--- src/core/timer_pkg.sv ---
// Package for the reloadable timer: register map, field layout, modes.
// Assumes a 32-bit APB master and a single system clock domain.
package timer_pkg;

	// =========================================================
	// Register byte offsets
	localparam logic [11:0] OFS_CTRL = 12'h000;
	localparam logic [11:0] OFS_COUNT = 12'h004;
	localparam logic [11:0] OFS_RELOAD = 12'h008;
	localparam logic [11:0] OFS_PWM = 12'h00C;
	localparam logic [11:0] OFS_STATUS = 12'h010;

	// =========================================================
	// Control field positions
	localparam int CTRL_EN_BIT = 0;
	localparam int CTRL_MODE_LSB = 1;
	localparam int CTRL_POL_BIT = 3;
	localparam int CTRL_PRESC_LSB = 4;
	localparam int CTRL_OUT_EN_BIT = 7;

	// Status field positions
	localparam int STAT_EVENT_BIT = 0;
	localparam int STAT_CAPT_BIT = 1;

	// =========================================================
	// Reset and restart values
	localparam logic [15:0] COUNT_RESET = 16'h0001;
	localparam logic [15:0] COUNT_RESTART = 16'h0001;
	localparam logic [15:0] RELOAD_RESET = 16'h0000;
	localparam logic [15:0] PWM_RESET = 16'h0000;
	localparam logic [7:0] CTRL_RESET = 8'h00;

	// =========================================================
	// Operating modes
	typedef enum logic [1:0] {
		MODE_COUNTER = 2'h0,
		MODE_PWM = 2'h1,
		MODE_CAPTURE = 2'h2,
		MODE_COMPARE = 2'h3
	} timer_mode_t;

	// Control register as carried inside the block
	typedef struct packed {
		logic out_en;
		logic [2:0] presc_exp;
		logic polarity_edge_select;
		timer_mode_t mode;
		logic enable;
	} timer_ctrl_t;

	// Sticky status bits
	typedef struct packed {
		logic capture;
		logic event_hit;
	} timer_status_t;

endpackage

--- src/core/timer_core.sv ---
// 16-bit reloadable timer with counter, PWM, capture and compare modes.
// Assumes an APB master on i_clk and an asynchronous timer input pin.
`timescale 1ns/1ns

// Operation
// RULE_01 - Counter mode counts input pin edges; polarity bit picks rising or falling.
// RULE_02 - Counter mode skips the prescaler; every qualifying edge adds exactly one.
// RULE_03 - External input frequency must stay at most a quarter of system clock.
// RULE_04 - Counter mode at reload: interrupt, count becomes 0001h, counting goes on.
// RULE_05 - Counter mode with output enabled inverts output pin at each reload.
// RULE_06 - Polarity bit also sets initial output level, output enabled or not.
// RULE_07 - Written start count serves first pass only; reloads restart at 0001h.
// RULE_08 - PWM mode counts prescaled clocks, toggles output on PWM value match.
// RULE_09 - PWM mode continues to reload, then interrupts and restarts at 0001h.
// RULE_10 - PWM with polarity one: start high, low at match, high at reload.
// RULE_11 - PWM with polarity zero: start low, high at match, low at reload.
// RULE_12 - Software must program reload strictly above the PWM match value.
// RULE_13 - Capture mode copies count into PWM value register on selected edge.
// RULE_14 - Capture event interrupts and counting continues without reset.
// RULE_15 - Capture mode at reload value interrupts and keeps counting.
// RULE_16 - Software clears PWM value before capture to tell reload from capture.
// RULE_17 - Compare mode match with reload value interrupts, count not reloaded.
// RULE_18 - Compare mode with output enabled inverts output at each match.
// RULE_19 - Compare mode count FFFFh wraps to 0000h and keeps counting.
// RULE_20 - Software disables, configures, loads counts, sets pins, then enables.
// RULE_21 - System clocked modes divide clock by prescale of 1 to 128.
// RULE_22 - Input pin synchronised, edge found from consecutive samples, one pulse.
// RULE_23 - Mode field selects the four modes; enable bit gates all counting.
module timer_core
	import timer_pkg::*;
#(
	parameter int CNT_W = 16
) (
	input wire logic i_clk,
	input wire logic i_rst,
	input wire logic i_psel,
	input wire logic i_penable,
	input wire logic i_pwrite,
	input wire logic [11:0] i_paddr,
	input wire logic [31:0] i_pwdata,
	input wire logic [3:0] i_pstrb,
	output logic [31:0] o_prdata,
	output logic o_pready,
	output logic o_pslverr,
	input wire logic i_timer_in,
	output logic o_timer_out,
	output logic o_timer_out_en,
	output logic o_timer_irq
);

	// =========================================================
	// Decode helpers
	function automatic logic is_mapped(input logic [11:0] addr);
		is_mapped = (addr == OFS_CTRL) || (addr == OFS_COUNT) || (addr == OFS_RELOAD) ||
			(addr == OFS_PWM) || (addr == OFS_STATUS);
	endfunction

	function automatic logic [CNT_W-1:0] merge_half(input logic [CNT_W-1:0] old_v,
		input logic [31:0] wd, input logic [3:0] strb);
		logic [CNT_W-1:0] v;
		v = old_v;
		if (strb[0]) begin
			v[7:0] = wd[7:0];
		end
		if (strb[1]) begin
			v[CNT_W-1:8] = wd[CNT_W-1:8];
		end
		merge_half = v;
	endfunction

	// =========================================================
	// State
	timer_ctrl_t ctrl_q;
	timer_ctrl_t ctrl_d;
	timer_status_t status_q;
	timer_status_t status_d;
	logic [CNT_W-1:0] count_q;
	logic [CNT_W-1:0] count_d;
	logic [CNT_W-1:0] reload_q;
	logic [CNT_W-1:0] reload_d;
	logic [CNT_W-1:0] pwm_q;
	logic [CNT_W-1:0] pwm_d;
	logic [6:0] presc_q;
	logic [6:0] presc_d;
	logic out_q;
	logic out_d;
	logic irq_q;
	logic irq_d;
	logic [31:0] rdata_q;
	logic [31:0] rdata_d;
	logic sync1_q;
	logic sync2_q;
	logic sample_q;

	// =========================================================
	// APB decode
	wire access = i_psel & i_penable;
	wire mapped = is_mapped(i_paddr);
	wire wr = access & i_pwrite & mapped;
	// Read data is latched in the setup cycle, so it already
	// stands at the access edge where the master takes it
	wire rd_setup = i_psel & ~i_penable & ~i_pwrite;
	wire wr_ctrl = wr & (i_paddr == OFS_CTRL) & i_pstrb[0];
	wire wr_count = wr & (i_paddr == OFS_COUNT);
	wire wr_reload = wr & (i_paddr == OFS_RELOAD);
	wire wr_pwm = wr & (i_paddr == OFS_PWM);
	wire wr_status = wr & (i_paddr == OFS_STATUS) & i_pstrb[0];

	assign o_pready = 1'b1;
	assign o_pslverr = access & ~mapped;
	assign o_prdata = rdata_q;

	// =========================================================
	// Register read views, upper bits read as zero
	wire [31:0] view_ctrl = {24'h000000, ctrl_q};
	wire [31:0] view_count = {{(32-CNT_W){1'b0}}, count_q};
	wire [31:0] view_reload = {{(32-CNT_W){1'b0}}, reload_q};
	wire [31:0] view_pwm = {{(32-CNT_W){1'b0}}, pwm_q};
	wire [31:0] view_status = {30'h00000000, status_q};

	// =========================================================
	// Input pin edge detection
	// Sample flop resets low like an idle pin, so no false edge
	wire rise = sync2_q & ~sample_q; // RULE_22
	wire fall = ~sync2_q & sample_q; // RULE_22
	wire edge_hit = ctrl_q.polarity_edge_select ? fall : rise; // RULE_01

	// =========================================================
	// Prescaler
	// Divide by two to the exponent, 1 to 128
	wire [6:0] presc_top = 7'((8'h01 << ctrl_q.presc_exp) - 8'h01); // RULE_21
	wire presc_wrap = (presc_q == presc_top);
	wire run = ctrl_q.enable; // RULE_23
	wire is_counter = (ctrl_q.mode == MODE_COUNTER);
	wire is_pwm = (ctrl_q.mode == MODE_PWM);
	wire is_capture = (ctrl_q.mode == MODE_CAPTURE);
	wire is_compare = (ctrl_q.mode == MODE_COMPARE);
	wire tick = run & (is_counter ? edge_hit : presc_wrap); // RULE_02

	// =========================================================
	// Event decode
	// Reload seen on the tick where the count equals it
	wire at_reload = tick & (count_q == reload_q);
	wire restart = at_reload & (is_counter | is_pwm); // RULE_04 RULE_09
	wire pwm_match = tick & is_pwm & (count_q == pwm_q); // RULE_08
	wire compare_hit = at_reload & is_compare; // RULE_17
	wire capture_hit = run & is_capture & edge_hit; // RULE_13
	wire reload_event = at_reload & ~is_compare; // RULE_15
	wire any_event = reload_event | compare_hit | capture_hit;
	wire [CNT_W-1:0] count_inc = count_q + {{(CNT_W-1){1'b0}}, 1'b1}; // RULE_19

	// =========================================================
	// Next-state logic
	always_comb begin
		ctrl_d = ctrl_q;
		if (wr_ctrl) begin
			ctrl_d.enable = i_pwdata[CTRL_EN_BIT];
			ctrl_d.mode = timer_mode_t'(i_pwdata[CTRL_MODE_LSB +: 2]); // RULE_23
			ctrl_d.polarity_edge_select = i_pwdata[CTRL_POL_BIT];
			ctrl_d.presc_exp = i_pwdata[CTRL_PRESC_LSB +: 3];
			ctrl_d.out_en = i_pwdata[CTRL_OUT_EN_BIT];
		end
	end

	// =========================================================
	// Prescaler count, held at zero while disabled or counting
	// pin edges, so each enable starts a full prescale period
	always_comb begin
		presc_d = presc_q;
		if (!run || is_counter || presc_wrap) begin
			presc_d = 7'h00;
		end else begin
			presc_d = presc_q + 7'h01;
		end
	end

	// =========================================================
	// Count, a software write wins over a tick in the same cycle
	always_comb begin
		count_d = count_q;
		if (wr_count) begin
			count_d = merge_half(count_q, i_pwdata, i_pstrb);
		end else if (restart) begin
			count_d = COUNT_RESTART; // RULE_07
		end else if (tick) begin
			count_d = count_inc; // RULE_14 RULE_15 RULE_17 RULE_19
		end
	end

	// =========================================================
	// Reload or compare value, written by software only
	always_comb begin
		reload_d = reload_q;
		if (wr_reload) begin
			reload_d = merge_half(reload_q, i_pwdata, i_pstrb);
		end
	end

	// =========================================================
	// PWM value, a capture wins over a software write
	always_comb begin
		pwm_d = pwm_q;
		if (capture_hit) begin
			pwm_d = count_q; // RULE_13
		end else if (wr_pwm) begin
			pwm_d = merge_half(pwm_q, i_pwdata, i_pstrb);
		end
	end

	// =========================================================
	// Output level, follows the polarity bit while disabled
	always_comb begin
		out_d = out_q;
		if (!run) begin
			out_d = ctrl_d.polarity_edge_select; // RULE_06
		end else if (is_pwm) begin
			if (restart) begin
				out_d = ctrl_q.polarity_edge_select; // RULE_10 RULE_11
			end else if (pwm_match) begin
				out_d = ~ctrl_q.polarity_edge_select; // RULE_10 RULE_11
			end
		end else if (is_counter && restart) begin
			out_d = ~out_q; // RULE_05
		end else if (compare_hit) begin
			out_d = ~out_q; // RULE_18
		end
	end

	// =========================================================
	// Sticky status, a hardware set wins over a write-one clear
	always_comb begin
		status_d = status_q;
		if (wr_status) begin
			if (i_pwdata[STAT_EVENT_BIT]) begin
				status_d.event_hit = 1'b0;
			end
			if (i_pwdata[STAT_CAPT_BIT]) begin
				status_d.capture = 1'b0;
			end
		end
		if (reload_event || compare_hit) begin
			status_d.event_hit = 1'b1;
		end
		if (capture_hit) begin
			status_d.capture = 1'b1;
		end
	end

	// One-cycle pulse per reload, compare or capture
	assign irq_d = any_event; // RULE_04 RULE_09 RULE_14 RULE_15 RULE_17

	// =========================================================
	// Read data, unmapped addresses read as zero
	always_comb begin
		rdata_d = rdata_q;
		if (rd_setup) begin
			case (i_paddr)
				OFS_CTRL: begin
					rdata_d = view_ctrl;
				end
				OFS_COUNT: begin
					rdata_d = view_count;
				end
				OFS_RELOAD: begin
					rdata_d = view_reload;
				end
				OFS_PWM: begin
					rdata_d = view_pwm;
				end
				OFS_STATUS: begin
					rdata_d = view_status;
				end
				default: begin
					rdata_d = 32'h00000000;
				end
			endcase
		end
	end

	// =========================================================
	// Registers
	// Pin is asynchronous: two flops before the edge compare
	always_ff @(posedge i_clk) begin
		if (i_rst) begin
			sync1_q <= 1'b0;
			sync2_q <= 1'b0;
			sample_q <= 1'b0;
		end else begin
			sync1_q <= i_timer_in;
			sync2_q <= sync1_q; // RULE_22
			sample_q <= sync2_q;
		end
	end

	always_ff @(posedge i_clk) begin
		if (i_rst) begin
			ctrl_q <= CTRL_RESET;
			status_q <= 2'h0;
			presc_q <= 7'h00;
			irq_q <= 1'b0;
		end else begin
			ctrl_q <= ctrl_d;
			status_q <= status_d;
			presc_q <= presc_d;
			irq_q <= irq_d;
		end
	end

	always_ff @(posedge i_clk) begin
		if (i_rst) begin
			count_q <= COUNT_RESET;
			reload_q <= RELOAD_RESET;
			pwm_q <= PWM_RESET;
		end else begin
			count_q <= count_d;
			reload_q <= reload_d;
			pwm_q <= pwm_d;
		end
	end

	always_ff @(posedge i_clk) begin
		if (i_rst) begin
			out_q <= 1'b0;
			rdata_q <= 32'h00000000;
		end else begin
			out_q <= out_d;
			rdata_q <= rdata_d;
		end
	end

	// =========================================================
	// Pin outputs
	assign o_timer_out = out_q;
	assign o_timer_out_en = ctrl_q.out_en;
	assign o_timer_irq = irq_q;

endmodule

--- config.mk ---
export PLATFORM = sky130hd
export DESIGN_NAME = timer_core
export DESIGN_NICKNAME = d
export VERILOG_FILES = /design/src/core/timer_pkg.sv /design/src/core/timer_core.sv
export SDC_FILE = /design/constraint.sdc
export NUM_CORES = 1
export LEC_CHECK = 0
export ABC_AREA = 1
export ABC_CLOCK_PERIOD_IN_PS = 2240
export BUFFER_PORTS_ARGS = -buffer_cell sky130_fd_sc_hd__buf_2
export CORE_UTILIZATION = 57
export CTS_CLUSTER_SIZE = 10
export DETAILED_ROUTE_END_ITERATION = 12
export GPL_ROUTABILITY_DRIVEN = 0
export GPL_TIMING_DRIVEN = 0
export PLACE_DENSITY_LB_ADDON = 0.2
export SYNTH_ARGS = -nofsm -noshare
export SYNTH_HDL_FRONTEND = slang
export SYNTH_SLANG_ARGS = --single-unit
--- constraint.sdc ---
create_clock -name i_clk -period 2.24 [get_ports i_clk]
set_input_delay 0.112 -clock i_clk [delete_from_list [all_inputs] [get_ports i_clk]]
set_output_delay 0.112 -clock i_clk [all_outputs]
set_load 0.1 [all_outputs]
# After elaboration in Yosys (flattened, before gate mapping)
# Index checks and enable logic that the tools add are counted.
[totals] register_bits=102 in_bits=54 out_inout_bits=37 elab_cells=124
[classes] n_addsub=3 n_eq_ne=14 shifts=1 mux=22 bitwise_logic=35 n_reduce_logical=29
[ops] cell="16-bit two-way mux" count=5
[ops] cell="16-bit one-hot mux with 5 select lines" count=1
[ops] cell="16-bit == test" count=2
[ops] cell="1-bit bitwise AND" count=24
[ops] cell="12-bit by 4-bit == test with 1-bit output (second input constant)" count=2
[ops] cell="2-bit AND reduction" count=9
[ops] cell="16-bit by 1-bit adder with 16-bit output (second input constant)" count=1
[ops] cell="8-bit two-way mux" count=2
[ops] cell="2-bit nonzero test" count=7
[ops] cell="12-bit by 3-bit == test with 1-bit output (second input constant)" count=1
[ops] cell="12-bit by 5-bit == test with 1-bit output (second input constant)" count=1
[ops] cell="12-bit zero test" count=1
[ops] cell="1-bit two-way mux" count=12
[ops] cell="1-bit inverter" count=8
[ops] cell="7-bit by 1-bit adder with 7-bit output (second input constant)" count=1
[ops] cell="7-bit == test" count=1
[ops] cell="1-bit logical OR" count=7
[ops] cell="1-bit by 3-bit << shifter with 7-bit output (first input constant)" count=1
[ops] cell="7-bit by 1-bit subtractor with 7-bit output (second input constant)" count=1
[ops] cell="2-bit == test (second input constant)" count=2
[ops] cell="4-bit two-way mux" count=1
[ops] cell="2-bit inequality test (second input constant)" count=2
[ops] cell="4-bit by 1-bit inequality test with 1-bit output (second input constant)" count=1
[ops] cell="4-bit by 2-bit inequality test with 1-bit output (second input constant)" count=1
[ops] cell="8 further kinds" count=10

# Logic depth before layout (Yosys ltp)
[logic_depth] ltp_word=11 depth_mapped=16 ltp_nobuf=15

# Worst setup path after synthesis
# OpenSTA, ideal clock, no wires.
[synth_path] path_type="input port to output port" from="input i_paddr[11]" to="output o_pslverr" t_arrival_ns=1.923 t_required_ns=2.128 slack_ns=0.205 cell_stages=6 n_path_buf=0 path_cell_list="nor2_1 nand2_1 inv_2 nand3_1 nand3_2 nor2_1"
[synth_via] elab_chain_len=7 word_cells_on_any_way=11 cone_classes="eq/ne (4); bitwise (2); reduce/logical (5)"
[synth_rtl] item="start: declaration" line="timer_core.sv:39" text="input wire logic [11:0] i_paddr,"
[synth_rtl] item="12-bit by 3-bit == test with 1-bit output or 12-bit zero test (tied branches)" line="timer_core.sv:54" text="is_mapped = (addr == OFS_CTRL) || (addr == OFS_COUNT) || (addr == OFS_RELOAD) ||"
[synth_rtl] item="1-bit logical OR (3 in series)" line="timer_core.sv:54"
[synth_rtl] item="1-bit logical OR *" line="timer_core.sv:55" text="(addr == OFS_PWM) || (addr == OFS_STATUS);"
[synth_rtl] item="1-bit inverter *" line="timer_core.sv:110" text="assign o_pslverr = access & ~mapped;"
[synth_rtl] item="1-bit bitwise AND *" line="timer_core.sv:110"
[synth_rtl] item="end: declaration" line="timer_core.sv:44" text="output logic o_pslverr,"
# Every way passes the cells marked *; elsewhere a longest branch is shown, timed or not.

# Final worst setup path
[layout_path] from="register count_q[13]" to="register count_q[9]"
[layout_via] elab_chain_len=5 word_cells_on_any_way=7 cone_classes="eq/ne (1); mux (2); bitwise (2); reduce/logical (2)"
[layout_rtl] item="start: declaration" line="timer_core.sv:77" text="logic [CNT_W-1:0] count_q;"
[layout_rtl] item="start signal: assignment" line="timer_core.sv:315" text="count_q <= count_d;"
[layout_rtl] item="16-bit == test *" line="timer_core.sv:143" text="wire at_reload = tick & (count_q == reload_q);"
[layout_rtl] item="1-bit bitwise AND *" line="timer_core.sv:143"
[layout_rtl] item="1-bit bitwise AND *" line="timer_core.sv:144" text="wire restart = at_reload & (is_counter | is_pwm);"
[layout_rtl] item="3-bit nonzero test (no line) or 16-bit two-way mux (tied branches)"
[layout_rtl] item="2-bit AND reduction (no line) or 16-bit two-way mux (tied branches)"
# Marked as above.
# A chain may end at the register's enable or synchronous reset.

==> metrics.txt <==
RSZ-0062 raised after global routing false; Post-Synthesis Cells between 800 and 900; total CTS buffers 9; 1st-pass router iterations 6; Yosys warnings 0; Clock Latency Late Sink ~370 ps; final worst slack ~160 ps; Avg Inst Size Synth between 6 and 7 um2; mapped cell area 0.005510 mm2; H-tree depth 3; total grt overflow 0; # IOs 91; Peak VDD IR 0.0002853 V; Post-Route WL roughly 16000 um; routed len/inst approximately 15 um; CP required about 2500 ps; slew margin rel. 0.3562; Layout Skew 9.878 ps; maxcap violations 0; PwrDens 495.6 mW/mm2; diodes inserted 0; placed cell areas roughly 0.006 mm2; Async SR Flop Fraction 0; sequential power share 0.491; ys flop type dfxtp_1; largest net degree at the start of global routing 16; Crit Path Class reg -> reg; die height roughly 100 um; final number of max-transition violations 0; initial antenna violation count 0; ranking of synthesized cells by area dfxtp_1 31%, nand2_1 15%, inv_1 7.2%; Final Util 0.6784; Placeable Area 0.009284 mm2; crit-path max cell delay about 330 ps; DP Worst Slack -79.95 ps; die width ~100 um; Logic pwr share 0.101; top cell type's share of synthesized area 0.3124; CTS clk-pin slew, worst paths 90 ps; status complete, no violations; nets between 900 and 1000; die area 0.01006 mm2; post-synthesis sequential area ratio 0.3124; Final setup viols 0; routed vias/inst ~5.3; post-route clock period utilization 0.9274; crit path launch type register; Clock power frac 0.408; clock sinks 86; Row Count 35; initial core utilization 0.5935; detailed placement HPWL approximately 12000 um; CP Cell Sequence clkbuf_1, xnor2_1, nand2_1, nor2_1, nand2_1, nor2_2, nand3_1, buf_6, nand3b_1, nand2_1, nand2_1, inv_1; Final ANT Viol Nets 0; Final Hold Violating Endpoints 0; clk buf depth 2; worst slew pin tran between 900 and 1000 ps; iteration-0 DRC count of the detailed router approximately 550; first-pass GRT wire length between 20000 and 25000 um; P_int about 2.3 mW; worst min path class in -> reg; Vias approximately 5700; Switching Fraction 0.2744; CP max FO 10; most frequent cell after synthesis nand2_1; EDFF count, synth 0; P_leak 2.942 nW; CTS tree done; PortBufs between 50 and 60; fillcell total 870; area leader, netlist dfxtp_1; Global Route Usage Sum 0.3210; fin area 0.006299 mm2; CP most frequent cell nand2_1; Switch Pwr between 0.8 and 0.9 mW; FMAX ~0.48 GHz; CP Capture Type register; #FFs+latches synth 86; critical path arrival approximately 2400 ps; clk root buf clkbuf_8; top cells by count, synth 225 x nand2_1, 106 x inv_1, 103 x nor2_1; layout cell share with drive strength beyond 1 0.1661; area grow syn2layout 14.31%; slowest stage cell, crit path clkbuf_1; Unique masters post-synth 44; clock period minus worst slack between 2000 and 2500 ps; vias in the first global route between 5000 and 6000; DRC errors left 0
==> registers in the layout, summed over array words and instances, names as in the netlist, 2 cells and up <==
| name | cells |
|---|---|
| count_q | 16 |
| o_prdata | 16 |
| pwm_q | 16 |
| reload_q | 16 |
| presc_q | 7 |
| ctrl_q | 6 |
| status_q | 2 |
==> area by class of cell <==
type                            count  area, um2  share of cell area
Buffer                             55      331.6             0.05264
Clock buffer                       10      137.6             0.02185
Clock inverter                      6      93.84             0.01490
Inverter                          114      427.9             0.06794
Multi-Input combinational cell    615       3104              0.4928
Sequential cell                    86       1722              0.2733
Tap cell                          129      161.4             0.02563
Timing Repair Buffer               59      320.3             0.05085
==> kinds of logic after synthesis <==
group,share of synthesized area
AOI/OAI and AO/OA,0.1762
xor gates and xnor gates,0.04610
adders and majority gates,0.004541
buffers and inverters,0.1369
DFF,0.3124
other,0.001363
and+or+nand+nor,0.3224
==> per-stage QoR <==
step | setup TNS, ps | cells | power [mW] | hold WS [ps]
global route | 0 | 1074 | 3.202 | 23.20
floorplan | 0 | 870 | 1.795 | 219.0
detailed placement | -295.0 | 1053 | 1.870 | 327.8
CTS | 0 | 1074 | 3.122 | 0.3187
finish | 0 | 1074 | 3.121 | 6.276
global placement | -220.2 | 1053 | 1.869 | 312.9
==> cell usage in the layout, fill, tap and decap left out, types with 10 or more instances in the layout <==
master	n
clkbuf_8	10
inv_1	105
a21oi_1	52
dfxtp_1	86
buf_2	68
o21ai_0	38
nand4_1	12
a31oi_1	18
conb_1	17
xor2_1	21
nor2_1	102
buf_4	20
nand2_1	225
nand3_1	30
clkbuf_1	12
==> routing by layer <==
metal  wire, um  vias to the layer above  global-route usage
met5          0                        -                   0
met4        432                        0              0.1427
met3       1351                       34             0.05014
met2       6919                      245              0.5063
met1       6924                     2520              0.4337
li1           -                     2883                   -
==> critical path: cells and delay by family, from the launching register on <==
kind / cells / cell delay [ps]
buf+inv: 3 / 590
simple gates: 8 / 890
flops: 1 / 320
xor+xnor: 1 / 170
==> what timing repair did <==
| item | in CTS | in global routing |
|---|---|---|
| buffers inserted | 0 | 0 |
| gates resized for setup | 0 | 6 |
| hold buffers | 5 | 0 |
| hold endpoints to repair | 5 | 0 |
| setup endpoints to repair | 0 | 25 |
==> worst paths after layout <==
kind | startpoint | end | slack [ps] | cells past startpoint
max | count_q[13]$_SDFFE_PP0P_ | count_q[9]$_SDFFE_PP0P_ | 160 | 12
min | i_pwdata[14] | reload_q[14]$_SDFFE_PP0P_ | 6 | 3
max reg2reg | count_q[13]$_SDFFE_PP0P_ | count_q[9]$_SDFFE_PP0P_ | 160 | 12
min reg2reg | sync1_q$_SDFF_PP0_ | sync2_q$_SDFF_PP0_ | 410 | 2
==> power groups by stage <==
stage,Sequential (mW),Combinational (mW),Clock (mW)
5_1_grt,1.53,0.329,1.34
4_1_cts,1.53,0.309,1.28
3_3_place_gp,1.57,0.300,0
2_1_floorplan,1.58,0.215,0
6_report,1.53,0.314,1.27
3_5_place_dp,1.57,0.301,0
Note: power is estimated with default switching activity, not from simulation.
